### config.mk
export PLATFORM = sky130hd
export DESIGN_NAME = compact_timer_module
export DESIGN_NICKNAME = d
export VERILOG_FILES = /design/src/include/compact_timer_pkg.sv /design/src/include/count_tick_if.sv /design/src/core/compact_timer_module.sv /design/src/core/count_clock_select.sv
export SDC_FILE = /design/constraint.sdc
export NUM_CORES = 1
export LEC_CHECK = 0
export BUFFER_PORTS_ARGS = -buffer_cell sky130_fd_sc_hd__clkbuf_2
export CORE_AREA = 2 2 122 124
export CTS_BUF_LIST = sky130_fd_sc_hd__clkbuf_8 sky130_fd_sc_hd__clkbuf_16
export DETAILED_ROUTE_END_ITERATION = 8
export DIE_AREA = 0 0 124 126
export SLEW_MARGIN = 30
export SYNTH_ARGS = -nofsm -noshare
export SYNTH_HDL_FRONTEND = slang
export SYNTH_HIERARCHICAL = 1
export SYNTH_SLANG_ARGS = --single-unit
### constraint.sdc
create_clock -name clock -period 2.3 [get_ports clock]
set_input_delay 0.115 -clock clock [delete_from_list [all_inputs] [get_ports clock]]
set_output_delay 0.115 -clock clock [all_outputs]
set_load 0.02 [all_outputs]
### src/include/compact_timer_pkg.sv
// Constants, field layout and mode codes of the compact timer
//
// Functional notes
// - Separate interrupt requests for comparator A and P
// - Compare match clears counter and changes output
// - External pin clocks counter, rising or falling edge
// - Pin also triggers single pulse in other variants
// - Match output drives high, low or toggles
// - Output pin carries the PWM waveform
// - Low bytes reached through shared 8-bit buffer
// - Write low byte first, high byte copies buffer
// - Read high byte first, captures low byte
// - Core is a 16-bit up-counter
// - P compares top byte, A compares all
// - Counter cleared by counter-on rising edge and by selected match
// - Clears on overflow or selected compare match
// - Three modes: compare, timer, PWM output
// - Count pair, compare A pair, compare P, controls
// - Mode codes 00 compare, 10 PWM, 11 timer
// - Clock select codes, 110 rising, 111 falling
// - Output action 00 none, 01 low, 10 high, 11 toggle
// - Clear select chooses A match or P/overflow
package compact_timer_pkg;

  // ****************************************
  // Register indexes on the byte port
  // ****************************************
  localparam logic [2:0] REG_TIMER_CONTROL_0 = 3'h0;
  localparam logic [2:0] REG_TIMER_CONTROL_1 = 3'h1;
  localparam logic [2:0] REG_COUNT_LOW_BYTE = 3'h2;
  localparam logic [2:0] REG_COUNT_HIGH_BYTE = 3'h3;
  localparam logic [2:0] REG_COMPARE_A_LOW_BYTE = 3'h4;
  localparam logic [2:0] REG_COMPARE_A_HIGH_BYTE = 3'h5;
  localparam logic [2:0] REG_COMPARE_P_VALUE = 3'h6;
  localparam logic [2:0] REG_MATCH_STATUS = 3'h7;

  // ****************************************
  // Field positions
  // ****************************************
  localparam int CTL0_PAUSE_BIT = 7;
  localparam int CTL0_CLK_SEL_LSB = 4;
  localparam int CTL0_ON_BIT = 3;
  localparam int CTL1_MODE_LSB = 6;
  localparam int CTL1_ACTION_LSB = 4;
  localparam int CTL1_INIT_LEVEL_BIT = 3;
  localparam int CTL1_POLARITY_BIT = 2;
  localparam int CTL1_SWAP_BIT = 1;
  localparam int CTL1_CLEAR_SEL_BIT = 0;
  localparam int STATUS_FLAG_P_BIT = 0;
  localparam int STATUS_FLAG_A_BIT = 1;

  // ****************************************
  // Reset values
  // ****************************************
  localparam logic [7:0] RESET_BYTE = 8'h00;
  localparam logic [15:0] RESET_WORD = 16'h0000;

  // ****************************************
  // Clock selection codes and divider counts
  // ****************************************
  localparam logic [2:0] CLK_SYS_DIV4 = 3'h0;
  localparam logic [2:0] CLK_SYS = 3'h1;
  localparam logic [2:0] CLK_HIGH_DIV16 = 3'h2;
  localparam logic [2:0] CLK_HIGH_DIV64 = 3'h3;
  localparam logic [2:0] CLK_SUB_A = 3'h4;
  localparam logic [2:0] CLK_SUB_B = 3'h5;
  localparam logic [2:0] CLK_PIN_RISE = 3'h6;
  localparam logic [2:0] CLK_PIN_FALL = 3'h7;
  localparam int DIV_SYS = 4;
  localparam int DIV_HIGH_A = 16;
  localparam int DIV_HIGH_B = 64;

  // ****************************************
  // Operating modes and output actions
  // ****************************************
  typedef enum logic [1:0] {
    MODE_COMPARE = 2'b00,
    MODE_UNDEFINED = 2'b01,
    MODE_PWM = 2'b10,
    MODE_TIMER = 2'b11
  } mode_e;

  localparam logic [1:0] ACT_NONE = 2'h0;
  localparam logic [1:0] ACT_LOW = 2'h1;
  localparam logic [1:0] ACT_HIGH = 2'h2;
  localparam logic [1:0] ACT_TOGGLE = 2'h3;
  localparam logic [1:0] PWM_INACTIVE = 2'h0;
  localparam logic [1:0] PWM_ACTIVE = 2'h1;
  localparam logic [1:0] PWM_WAVE = 2'h2;

endpackage

### src/include/count_tick_if.sv
// Carrier between the clock source selector and the timer core
`timescale 1ns/1ns
interface count_tick_if;
  logic [2:0] clk_sel;
  logic count_tick;
  logic pin_edge;

  modport source (input clk_sel, output count_tick, output pin_edge);
  modport sink (output clk_sel, input count_tick, input pin_edge);
endinterface
### src/core/compact_timer_module.sv
// Compact 16-bit timer: counter, comparators, output pin, registers
`timescale 1ns/1ns
module compact_timer_module (
  // Clock and reset
  input wire logic clock,
  input wire logic rst_n,
  // Register port
  input wire logic [2:0] reg_addr,
  input wire logic [7:0] reg_wdata,
  input wire logic reg_write,
  input wire logic reg_read,
  output logic [7:0] reg_rdata,
  // Clock pins
  input wire logic ext_clock_pin,
  input wire logic sub_clock_pin,
  // Waveform and trigger
  output logic timer_output_pin,
  output logic ext_trigger,
  // Interrupt requests
  output logic irq_compare_a,
  output logic irq_compare_p
);

  // ****************************************
  // Declarations
  // ****************************************
  count_tick_if tick ();

  logic [7:0] timer_control_0;
  logic [7:0] timer_control_1;
  logic [15:0] count;
  logic [15:0] compare_a_value;
  logic [7:0] compare_p_value;
  logic [7:0] hold_buffer;
  logic flag_a;
  logic flag_p;
  logic on_last;
  logic out_level;
  logic pwm_out;

  logic counter_on;
  logic counter_pause;
  logic start_edge;
  logic [1:0] action;
  logic init_level;
  logic polarity;
  logic duty_swap;
  logic clear_sel;
  compact_timer_pkg::mode_e mode;
  logic running_tick;
  logic match_a;
  logic match_p;
  logic clear_now;
  logic duty_active;
  logic next_out_level;
  logic next_pwm_out;
  logic clear_flag_a;
  logic clear_flag_p;
  logic wr_ctl0;
  logic wr_ctl1;
  logic wr_a_low;
  logic wr_a_high;
  logic wr_p;
  logic wr_status;
  logic rd_count_high;
  logic rd_a_high;

  // ****************************************
  // Clock source
  // ****************************************
  count_clock_select clock_select (
    .clock(clock),
    .rst_n(rst_n),
    .sub_clock_pin(sub_clock_pin),
    .ext_clock_pin(ext_clock_pin),
    .tick(tick)
  );

  // Field extraction from the control registers
  assign counter_on = timer_control_0[compact_timer_pkg::CTL0_ON_BIT];
  assign counter_pause = timer_control_0[compact_timer_pkg::CTL0_PAUSE_BIT];
  assign tick.clk_sel = timer_control_0[compact_timer_pkg::CTL0_CLK_SEL_LSB +: 3];
  assign mode = compact_timer_pkg::mode_e'(timer_control_1[compact_timer_pkg::CTL1_MODE_LSB +: 2]);
  assign action = timer_control_1[compact_timer_pkg::CTL1_ACTION_LSB +: 2];
  assign init_level = timer_control_1[compact_timer_pkg::CTL1_INIT_LEVEL_BIT];
  assign polarity = timer_control_1[compact_timer_pkg::CTL1_POLARITY_BIT];
  assign duty_swap = timer_control_1[compact_timer_pkg::CTL1_SWAP_BIT];
  assign clear_sel = timer_control_1[compact_timer_pkg::CTL1_CLEAR_SEL_BIT];

  // ****************************************
  // Register decode
  // ****************************************

  // Write strobes per register
  assign wr_ctl0 = reg_write && (reg_addr == compact_timer_pkg::REG_TIMER_CONTROL_0);
  assign wr_ctl1 = reg_write && (reg_addr == compact_timer_pkg::REG_TIMER_CONTROL_1);
  assign wr_a_low = reg_write && (reg_addr == compact_timer_pkg::REG_COMPARE_A_LOW_BYTE);
  assign wr_a_high = reg_write && (reg_addr == compact_timer_pkg::REG_COMPARE_A_HIGH_BYTE);
  assign wr_p = reg_write && (reg_addr == compact_timer_pkg::REG_COMPARE_P_VALUE);
  assign wr_status = reg_write && (reg_addr == compact_timer_pkg::REG_MATCH_STATUS);

  // Read strobes with a side effect on the holding buffer
  assign rd_count_high = reg_read && (reg_addr == compact_timer_pkg::REG_COUNT_HIGH_BYTE);
  assign rd_a_high = reg_read && (reg_addr == compact_timer_pkg::REG_COMPARE_A_HIGH_BYTE);

  // Control registers, low three bits of control 0 unimplemented
  always_ff @(posedge clock) begin
    if (!rst_n) begin
      timer_control_0 <= compact_timer_pkg::RESET_BYTE;
      timer_control_1 <= compact_timer_pkg::RESET_BYTE;
    end else begin
      if (wr_ctl0) begin
        timer_control_0 <= {reg_wdata[7:3], 3'h0};
      end
      if (wr_ctl1) begin
        timer_control_1 <= reg_wdata;
      end
    end
  end

  // Shared holding buffer for all low bytes
  always_ff @(posedge clock) begin
    if (!rst_n) begin
      hold_buffer <= compact_timer_pkg::RESET_BYTE;
    end else if (wr_a_low) begin
      hold_buffer <= reg_wdata;
    end else if (rd_count_high) begin
      hold_buffer <= count[7:0];
    end else if (rd_a_high) begin
      hold_buffer <= compare_a_value[7:0];
    end
  end

  // Compare A pair: high byte write also moves buffer to low byte
  always_ff @(posedge clock) begin
    if (!rst_n) begin
      compare_a_value <= compact_timer_pkg::RESET_WORD;
    end else if (wr_a_high) begin
      compare_a_value <= {reg_wdata, hold_buffer};
    end
  end

  // Compare P value, a single byte
  always_ff @(posedge clock) begin
    if (!rst_n) begin
      compare_p_value <= compact_timer_pkg::RESET_BYTE;
    end else if (wr_p) begin
      compare_p_value <= reg_wdata;
    end
  end

  // Read data, valid in the cycle after the read strobe
  always_ff @(posedge clock) begin
    if (!rst_n) begin
      reg_rdata <= compact_timer_pkg::RESET_BYTE;
    end else if (reg_read) begin
      unique case (reg_addr)
        compact_timer_pkg::REG_TIMER_CONTROL_0: reg_rdata <= timer_control_0;
        compact_timer_pkg::REG_TIMER_CONTROL_1: reg_rdata <= timer_control_1;
        compact_timer_pkg::REG_COUNT_LOW_BYTE: reg_rdata <= hold_buffer;
        compact_timer_pkg::REG_COUNT_HIGH_BYTE: reg_rdata <= count[15:8];
        compact_timer_pkg::REG_COMPARE_A_LOW_BYTE: reg_rdata <= hold_buffer;
        compact_timer_pkg::REG_COMPARE_A_HIGH_BYTE: reg_rdata <= compare_a_value[15:8];
        compact_timer_pkg::REG_COMPARE_P_VALUE: reg_rdata <= compare_p_value;
        compact_timer_pkg::REG_MATCH_STATUS: reg_rdata <= {6'h00, flag_a, flag_p};
      endcase
    end else begin
      reg_rdata <= compact_timer_pkg::RESET_BYTE;
    end
  end

  // ****************************************
  // Counter and comparators
  // ****************************************

  // Counter-on history for the start edge
  always_ff @(posedge clock) begin
    if (!rst_n) begin
      on_last <= 1'b0;
    end else begin
      on_last <= counter_on;
    end
  end

  assign start_edge = counter_on & ~on_last;

  // Count enable when switched on and not paused
  assign running_tick = tick.count_tick & counter_on & ~counter_pause & ~start_edge;

  // Comparator A on the full count, P on the top byte
  assign match_a = running_tick && (count == compare_a_value);
  // P match at the last count of its top-byte window; zero means overflow
  assign match_p = running_tick && (count[7:0] == 8'hFF)
    && ((count[15:8] + 8'h01) == compare_p_value);

  // Clear source: PWM follows the period comparator
  always_comb begin
    unique case (mode)
      compact_timer_pkg::MODE_PWM: clear_now = duty_swap ? match_a : match_p;
      default: clear_now = clear_sel ? match_a : match_p;
    endcase
  end

  // The 16-bit up-counter; software only clears it on start
  always_ff @(posedge clock) begin
    if (!rst_n) begin
      count <= compact_timer_pkg::RESET_WORD;
    end else if (start_edge) begin
      count <= compact_timer_pkg::RESET_WORD;
    end else if (clear_now) begin
      count <= compact_timer_pkg::RESET_WORD;
    end else if (running_tick) begin
      count <= count + 16'h0001;
    end
  end

  // ****************************************
  // Match flags and interrupt requests
  // ****************************************

  // Write one to clear, a new match wins over the clear
  assign clear_flag_a = wr_status && reg_wdata[compact_timer_pkg::STATUS_FLAG_A_BIT];
  assign clear_flag_p = wr_status && reg_wdata[compact_timer_pkg::STATUS_FLAG_P_BIT];

  // Sticky flags for polling software
  always_ff @(posedge clock) begin
    if (!rst_n) begin
      flag_a <= 1'b0;
      flag_p <= 1'b0;
    end else begin
      flag_a <= match_a | (flag_a & ~clear_flag_a);
      flag_p <= match_p | (flag_p & ~clear_flag_p);
    end
  end

  // Request pulses, registered one cycle after the match
  always_ff @(posedge clock) begin
    if (!rst_n) begin
      irq_compare_a <= 1'b0;
      irq_compare_p <= 1'b0;
    end else begin
      irq_compare_a <= match_a;
      irq_compare_p <= match_p;
    end
  end

  // Trigger pulse from the synchronised pin edge
  always_ff @(posedge clock) begin
    if (!rst_n) begin
      ext_trigger <= 1'b0;
    end else begin
      ext_trigger <= tick.pin_edge;
    end
  end

  // ****************************************
  // Output waveform
  // ****************************************

  // Compare mode level: start restores the initial level
  always_comb begin
    next_out_level = out_level;
    if (start_edge) begin
      next_out_level = init_level;
    end else if (match_a && (mode == compact_timer_pkg::MODE_COMPARE)) begin
      unique case (action)
        compact_timer_pkg::ACT_NONE: next_out_level = out_level;
        compact_timer_pkg::ACT_LOW: next_out_level = 1'b0;
        compact_timer_pkg::ACT_HIGH: next_out_level = 1'b1;
        compact_timer_pkg::ACT_TOGGLE: next_out_level = ~out_level;
      endcase
    end
  end

  // Duty comparison against the duty comparator
  assign duty_active = duty_swap ? (count[15:8] < compare_p_value) : (count < compare_a_value);

  // PWM level with the active level from the initial-level bit
  always_comb begin
    unique case (action)
      compact_timer_pkg::PWM_INACTIVE: next_pwm_out = ~init_level;
      compact_timer_pkg::PWM_ACTIVE: next_pwm_out = init_level;
      compact_timer_pkg::PWM_WAVE: next_pwm_out = duty_active ? init_level : ~init_level;
      default: next_pwm_out = ~init_level;
    endcase
  end

  // Output state registers
  always_ff @(posedge clock) begin
    if (!rst_n) begin
      out_level <= 1'b0;
      pwm_out <= 1'b0;
    end else begin
      out_level <= next_out_level;
      pwm_out <= counter_on ? next_pwm_out : ~init_level;
    end
  end

  // Pin drive per mode, polarity applies in compare and PWM modes only
  always_ff @(posedge clock) begin
    if (!rst_n) begin
      timer_output_pin <= 1'b0;
    end else begin
      unique case (mode)
        compact_timer_pkg::MODE_COMPARE: timer_output_pin <= next_out_level ^ polarity;
        compact_timer_pkg::MODE_PWM: timer_output_pin <= pwm_out ^ polarity;
        compact_timer_pkg::MODE_TIMER: timer_output_pin <= 1'b0;
        default: timer_output_pin <= 1'b0;
      endcase
    end
  end

endmodule // compact_timer_module

### src/core/count_clock_select.sv
// Counter clock source selector: prescaler, sub clock and pin edges
`timescale 1ns/1ns
module count_clock_select (
  // Clock and reset
  input wire logic clock,
  input wire logic rst_n,
  // Asynchronous clock sources
  input wire logic sub_clock_pin,
  input wire logic ext_clock_pin,
  // Tick carrier
  count_tick_if.source tick
);

  logic [5:0] prescale;
  logic [1:0] pin_sync;
  logic [1:0] sub_sync;
  logic pin_last;
  logic sub_last;
  logic pin_rise;
  logic pin_fall;
  logic sub_rise;

  // Free running prescaler for the divided internal clocks
  always_ff @(posedge clock) begin
    if (!rst_n) begin
      prescale <= 6'h00;
    end else begin
      prescale <= prescale + 6'h01;
    end
  end

  // Two-stage synchronisers, then a history stage for edges
  always_ff @(posedge clock) begin
    if (!rst_n) begin
      pin_sync <= 2'h0;
      sub_sync <= 2'h0;
      pin_last <= 1'b0;
      sub_last <= 1'b0;
    end else begin
      pin_sync <= {pin_sync[0], ext_clock_pin};
      sub_sync <= {sub_sync[0], sub_clock_pin};
      pin_last <= pin_sync[1];
      sub_last <= sub_sync[1];
    end
  end

  // Edge pulses from the synchronised levels
  assign pin_rise = pin_sync[1] & ~pin_last;
  assign pin_fall = ~pin_sync[1] & pin_last;
  assign sub_rise = sub_sync[1] & ~sub_last;

  // Pin rising edge also offered as a trigger pulse
  assign tick.pin_edge = pin_rise;

  // One-cycle count enable from the selected source
  always_comb begin
    unique case (tick.clk_sel)
      compact_timer_pkg::CLK_SYS_DIV4:
        tick.count_tick = (prescale[1:0] == 2'(compact_timer_pkg::DIV_SYS - 1));
      compact_timer_pkg::CLK_SYS: tick.count_tick = 1'b1;
      compact_timer_pkg::CLK_HIGH_DIV16:
        tick.count_tick = (prescale[3:0] == 4'(compact_timer_pkg::DIV_HIGH_A - 1));
      compact_timer_pkg::CLK_HIGH_DIV64:
        tick.count_tick = (prescale == 6'(compact_timer_pkg::DIV_HIGH_B - 1));
      compact_timer_pkg::CLK_SUB_A, compact_timer_pkg::CLK_SUB_B: tick.count_tick = sub_rise;
      compact_timer_pkg::CLK_PIN_RISE: tick.count_tick = pin_rise;
      compact_timer_pkg::CLK_PIN_FALL: tick.count_tick = pin_fall;
    endcase
  end

endmodule // count_clock_select

==> results.toml <==
[run_status]
outcome = "finished, violations left"
violations = "setup timing"

[synthesis]
yosys.area.top_type = "dfxtp_1"
synth-main-ff-cell = "dfxtp_1"
yosysUniqueCellTypes = 61
synth.most_common_cell = "nand2_1"
postSynthAreaPerCell_um2 = 8.26
synth_cells = 596
synth_seq_cells = 90
ys_seq_area_share_pct = 36.6
synth.area.top_cells = "dfxtp_1 37%, ha_1 7.4%, nand2_1 7.2%"
synthTopCellsByCount = "94 x nand2_1, 90 x dfxtp_1, 45 x nor2_1"
yosys_warnings = 6
syn_nets = 642
async_flop_share_pct = 0
synth.top_cell.area_share_pct = 36.6
syn-cell-area_um2 = 4920
synth_edf_count = 0

[global_route]
antenna_found_initial = 0
grt.overflow.total = 0
grt_start_max_net_pins = 35
grt_pass1_wl_um = 23100
grt_pass1_vias = 4215
grt_usage_pct = 19.7

[sta]
rsz0062_at_grt = "true"
finalCritPeriodShare_pct = 104
final.setup.tns_ns = -1.57
finClkSkew_ns = 0.00797
setup_viol = 18
hold_viol_final = 0
max-slew-margin-rel_pct = 59.6
drv_slew = 0
fmax_mhz = 417
worst_pin_slew_ns = 0.603
min_period_ns = 2.40
fin_ws_ns = -0.0994

[final_layout]
nets = 709
antenna_cells = 0
multiInputGateArea_um2 = 3020
n_fill_cell = 1468
postLayoutCoreUtil_pct = 42.3
area_growth_syn_to_layout_pct = 22.8
ff_latch_area_um2 = 1810
drive_above_1_share_pct = 20.4
final_cell_area_um2 = 6050

[power_and_ir_drop]
power_frac_seq_pct = 46.8
p_sw_uw = 884
leakage_nw = 2.27
powerDensity_nw_per_um2 = 571
ir_drop_mv = 0.541
power.share.switching_pct = 25.6
internal_power_mw = 2.57
p_clk_share_pct = 44.0
comb_power_share_pct = 9.2

[die]
dieArea_um2 = 15600
rows = 44
die_w_um = 124
die_h_um = 126
coreArea_um2 = 14300
start_util_pct = 34.4
num_io_pins = 29

[clock_tree]
cts.clk_slew.worst_paths_ns = 0.07
htree_levels = 3
clock_sinks = 90
cts_buffers = 9
cts_buffer_depth = 2
clk_latency_ns = 0.35
cts_tree = "done"
root_buffer = "clkbuf_16"

[setup_path]
critPathArrivalTime_ns = 2.64
r2r_cells = 12
critPathKind = "register to register"
cp_max_fo = 16
required_ns = 2.54
start_kind = "register"
cp-end-kind = "register"
r2r_start = "clock_select/prescale[0]$_SDFF_PN0_"
r2r_end = "count[10]$_SDFFE_PP0P_"
regToRegSetupSlack_ns = -0.1

[placement]
pre_cts_ws_ns = -0.159
dp_hpwl_um = 11100
portBuffers = 28
dpl_cell_area_um2 = 5540
gp_congestion = 0.901

[hold_path]
hold_class = "primary input to register"
worst_hold_path.endpoint = "compare_a_value[8]$_SDFFE_PN0P_"
holdPathStages = 3
min-delay-start = "reg_wdata[0]"

[routing]
wl_per_cell_um = 17.5
num_vias = 4566
totalWireLength_um = 14900
vias_per_cell = 5.36
drc_errors = 0
drt_first_pass_iters = 7
final_antenna_net_count = 0
drt-initial-drc-count = 280

[run]
drv_cap = 0
[timing repair]
item	4_1_cts	5_1_grt
hold buffers	2	0
endpoints found under the setup margin	19	19
setup buffers	2	5
cloned	0	0
pin swaps	11	4
hold endpoints to repair	2	0
resized for setup	14	18
[final cells by class]
cell class	instances	share of cell area, %
Sequential cell	90	30.0
Inverter	33	2.05
Clock inverter	7	1.26
Tap cell	184	3.81
Multi-Input combinational cell	448	50.0
Timing Repair Buffer	81	9.18
Clock buffer	9	3.72
[per-stage QoR]
stage                     cells  power [mW]  hold slack (ns)
after floorplan             596        1.81            0.242
after global placement      827        1.93            0.319
after detailed placement    827        1.93            0.330
after CTS                   847        3.47           0.0868
after global routing        852        3.58            0.108
final                       852        3.45            0.116
[power groups by stage]
stage / clock, mW / sequential, mW / combinational (mW)
2_1_floorplan: 0 / 1.65 / 0.169
3_3_place_gp: 0 / 1.65 / 0.282
3_5_place_dp: 0 / 1.65 / 0.287
4_1_cts: 1.56 / 1.61 / 0.300
5_1_grt: 1.62 / 1.62 / 0.343
6_report: 1.52 / 1.62 / 0.316
[how the worst max path moves through the flow]
stage                                        startpoint                           to  slack, ns  depth (start not counted)
global placement    clock_select/prescale[1]$_SDFF_PN0_  timer_output_pin$_SDFF_PN0_      -0.03                         11
CTS                 clock_select/prescale[0]$_SDFF_PN0_  timer_output_pin$_SDFF_PN0_      -0.01                         11
global route        clock_select/prescale[0]$_SDFF_PN0_        count[4]$_SDFFE_PP0P_      -0.20                         12
floorplan           clock_select/prescale[1]$_SDFF_PN0_        count[6]$_SDFFE_PP0P_      0.007                         13
detailed placement     compare_a_value[14]$_SDFFE_PN0P_           pwm_out$_SDFF_PN0_      -0.16                          9
finish              clock_select/prescale[0]$_SDFF_PN0_       count[10]$_SDFFE_PP0P_       -0.1                         12
[flip-flops by register name (all words and copies together), names as in the netlist]
register               count
clock_select/pin_last      1
clock_select/pin_sync      2
clock_select/prescale      6
clock_select/sub_last      1
clock_select/sub_sync      2
compare_a_value           16
compare_p_value            8
count                     16
ext_trigger                1
flag_a                     1
flag_p                     1
hold_buffer                8
irq_compare_a              1
irq_compare_p              1
on_last                    1
out_level                  1
pwm_out                    1
reg_rdata                  8
timer_control_0            5
timer_control_1            8
timer_output_pin           1
[layout by cell type (no fill, tap or decap), types with 4 or more instances in the layout]
master and instances:
a21boi_0 35, xnor2_1 12, and2_1 14, nand3_1 13, nor3_1 10, a22oi_1 7
o21ai_0 13, clkbuf_2 28, mux2i_1 17, inv_1 33, nor2b_1 24, dfxtp_2 9
dfxtp_1 81, clkbuf_16 9, nand2b_1 6, o221ai_1 4, ha_1 27, or3_1 4
nand4_1 10, nand2_1 94, a21oi_1 25, buf_4 50, a211oi_1 9, xor2_1 13
nor2_1 43
[metal layers]
layer  GRT usage (%)  up-vias  share of wire (%)
met5               0        -                  0
met2            29.7      151                 46
met1            27.2     2187                 46
met3            4.12       21                5.7
met4            7.93        0                2.6
li1                -     2207                  -
[critical path, stage by stage (launching register included)]
cell and delay (ns):
dfxtp_2 0.35, ha_4 0.16, nand3_4 0.08, o21ai_2 0.14, nor2_1 0.05, a221oi_2 0.21
and4b_2 0.31, nand4_1 0.19, a221oi_2 0.29, nand4_1 0.14, nand4_2 0.15, buf_12 0.15
nor2_1 0.05
[cells by family (layout without fill, tap and decap cells)]
family / after synthesis / count (layout) / share of synthesized area, %
compound gates: 126 / 126 / 18.0
simple gates: 249 / 249 / 25.1
buf+inv: 58 / 130 / 4.67
fa+ha+maj: 29 / 29 / 7.37
mux: 18 / 18 / 3.68
flops: 90 / 90 / 36.6
xor+xnor: 26 / 26 / 4.62
No activity file was read; power rests on OpenSTA's default activity.
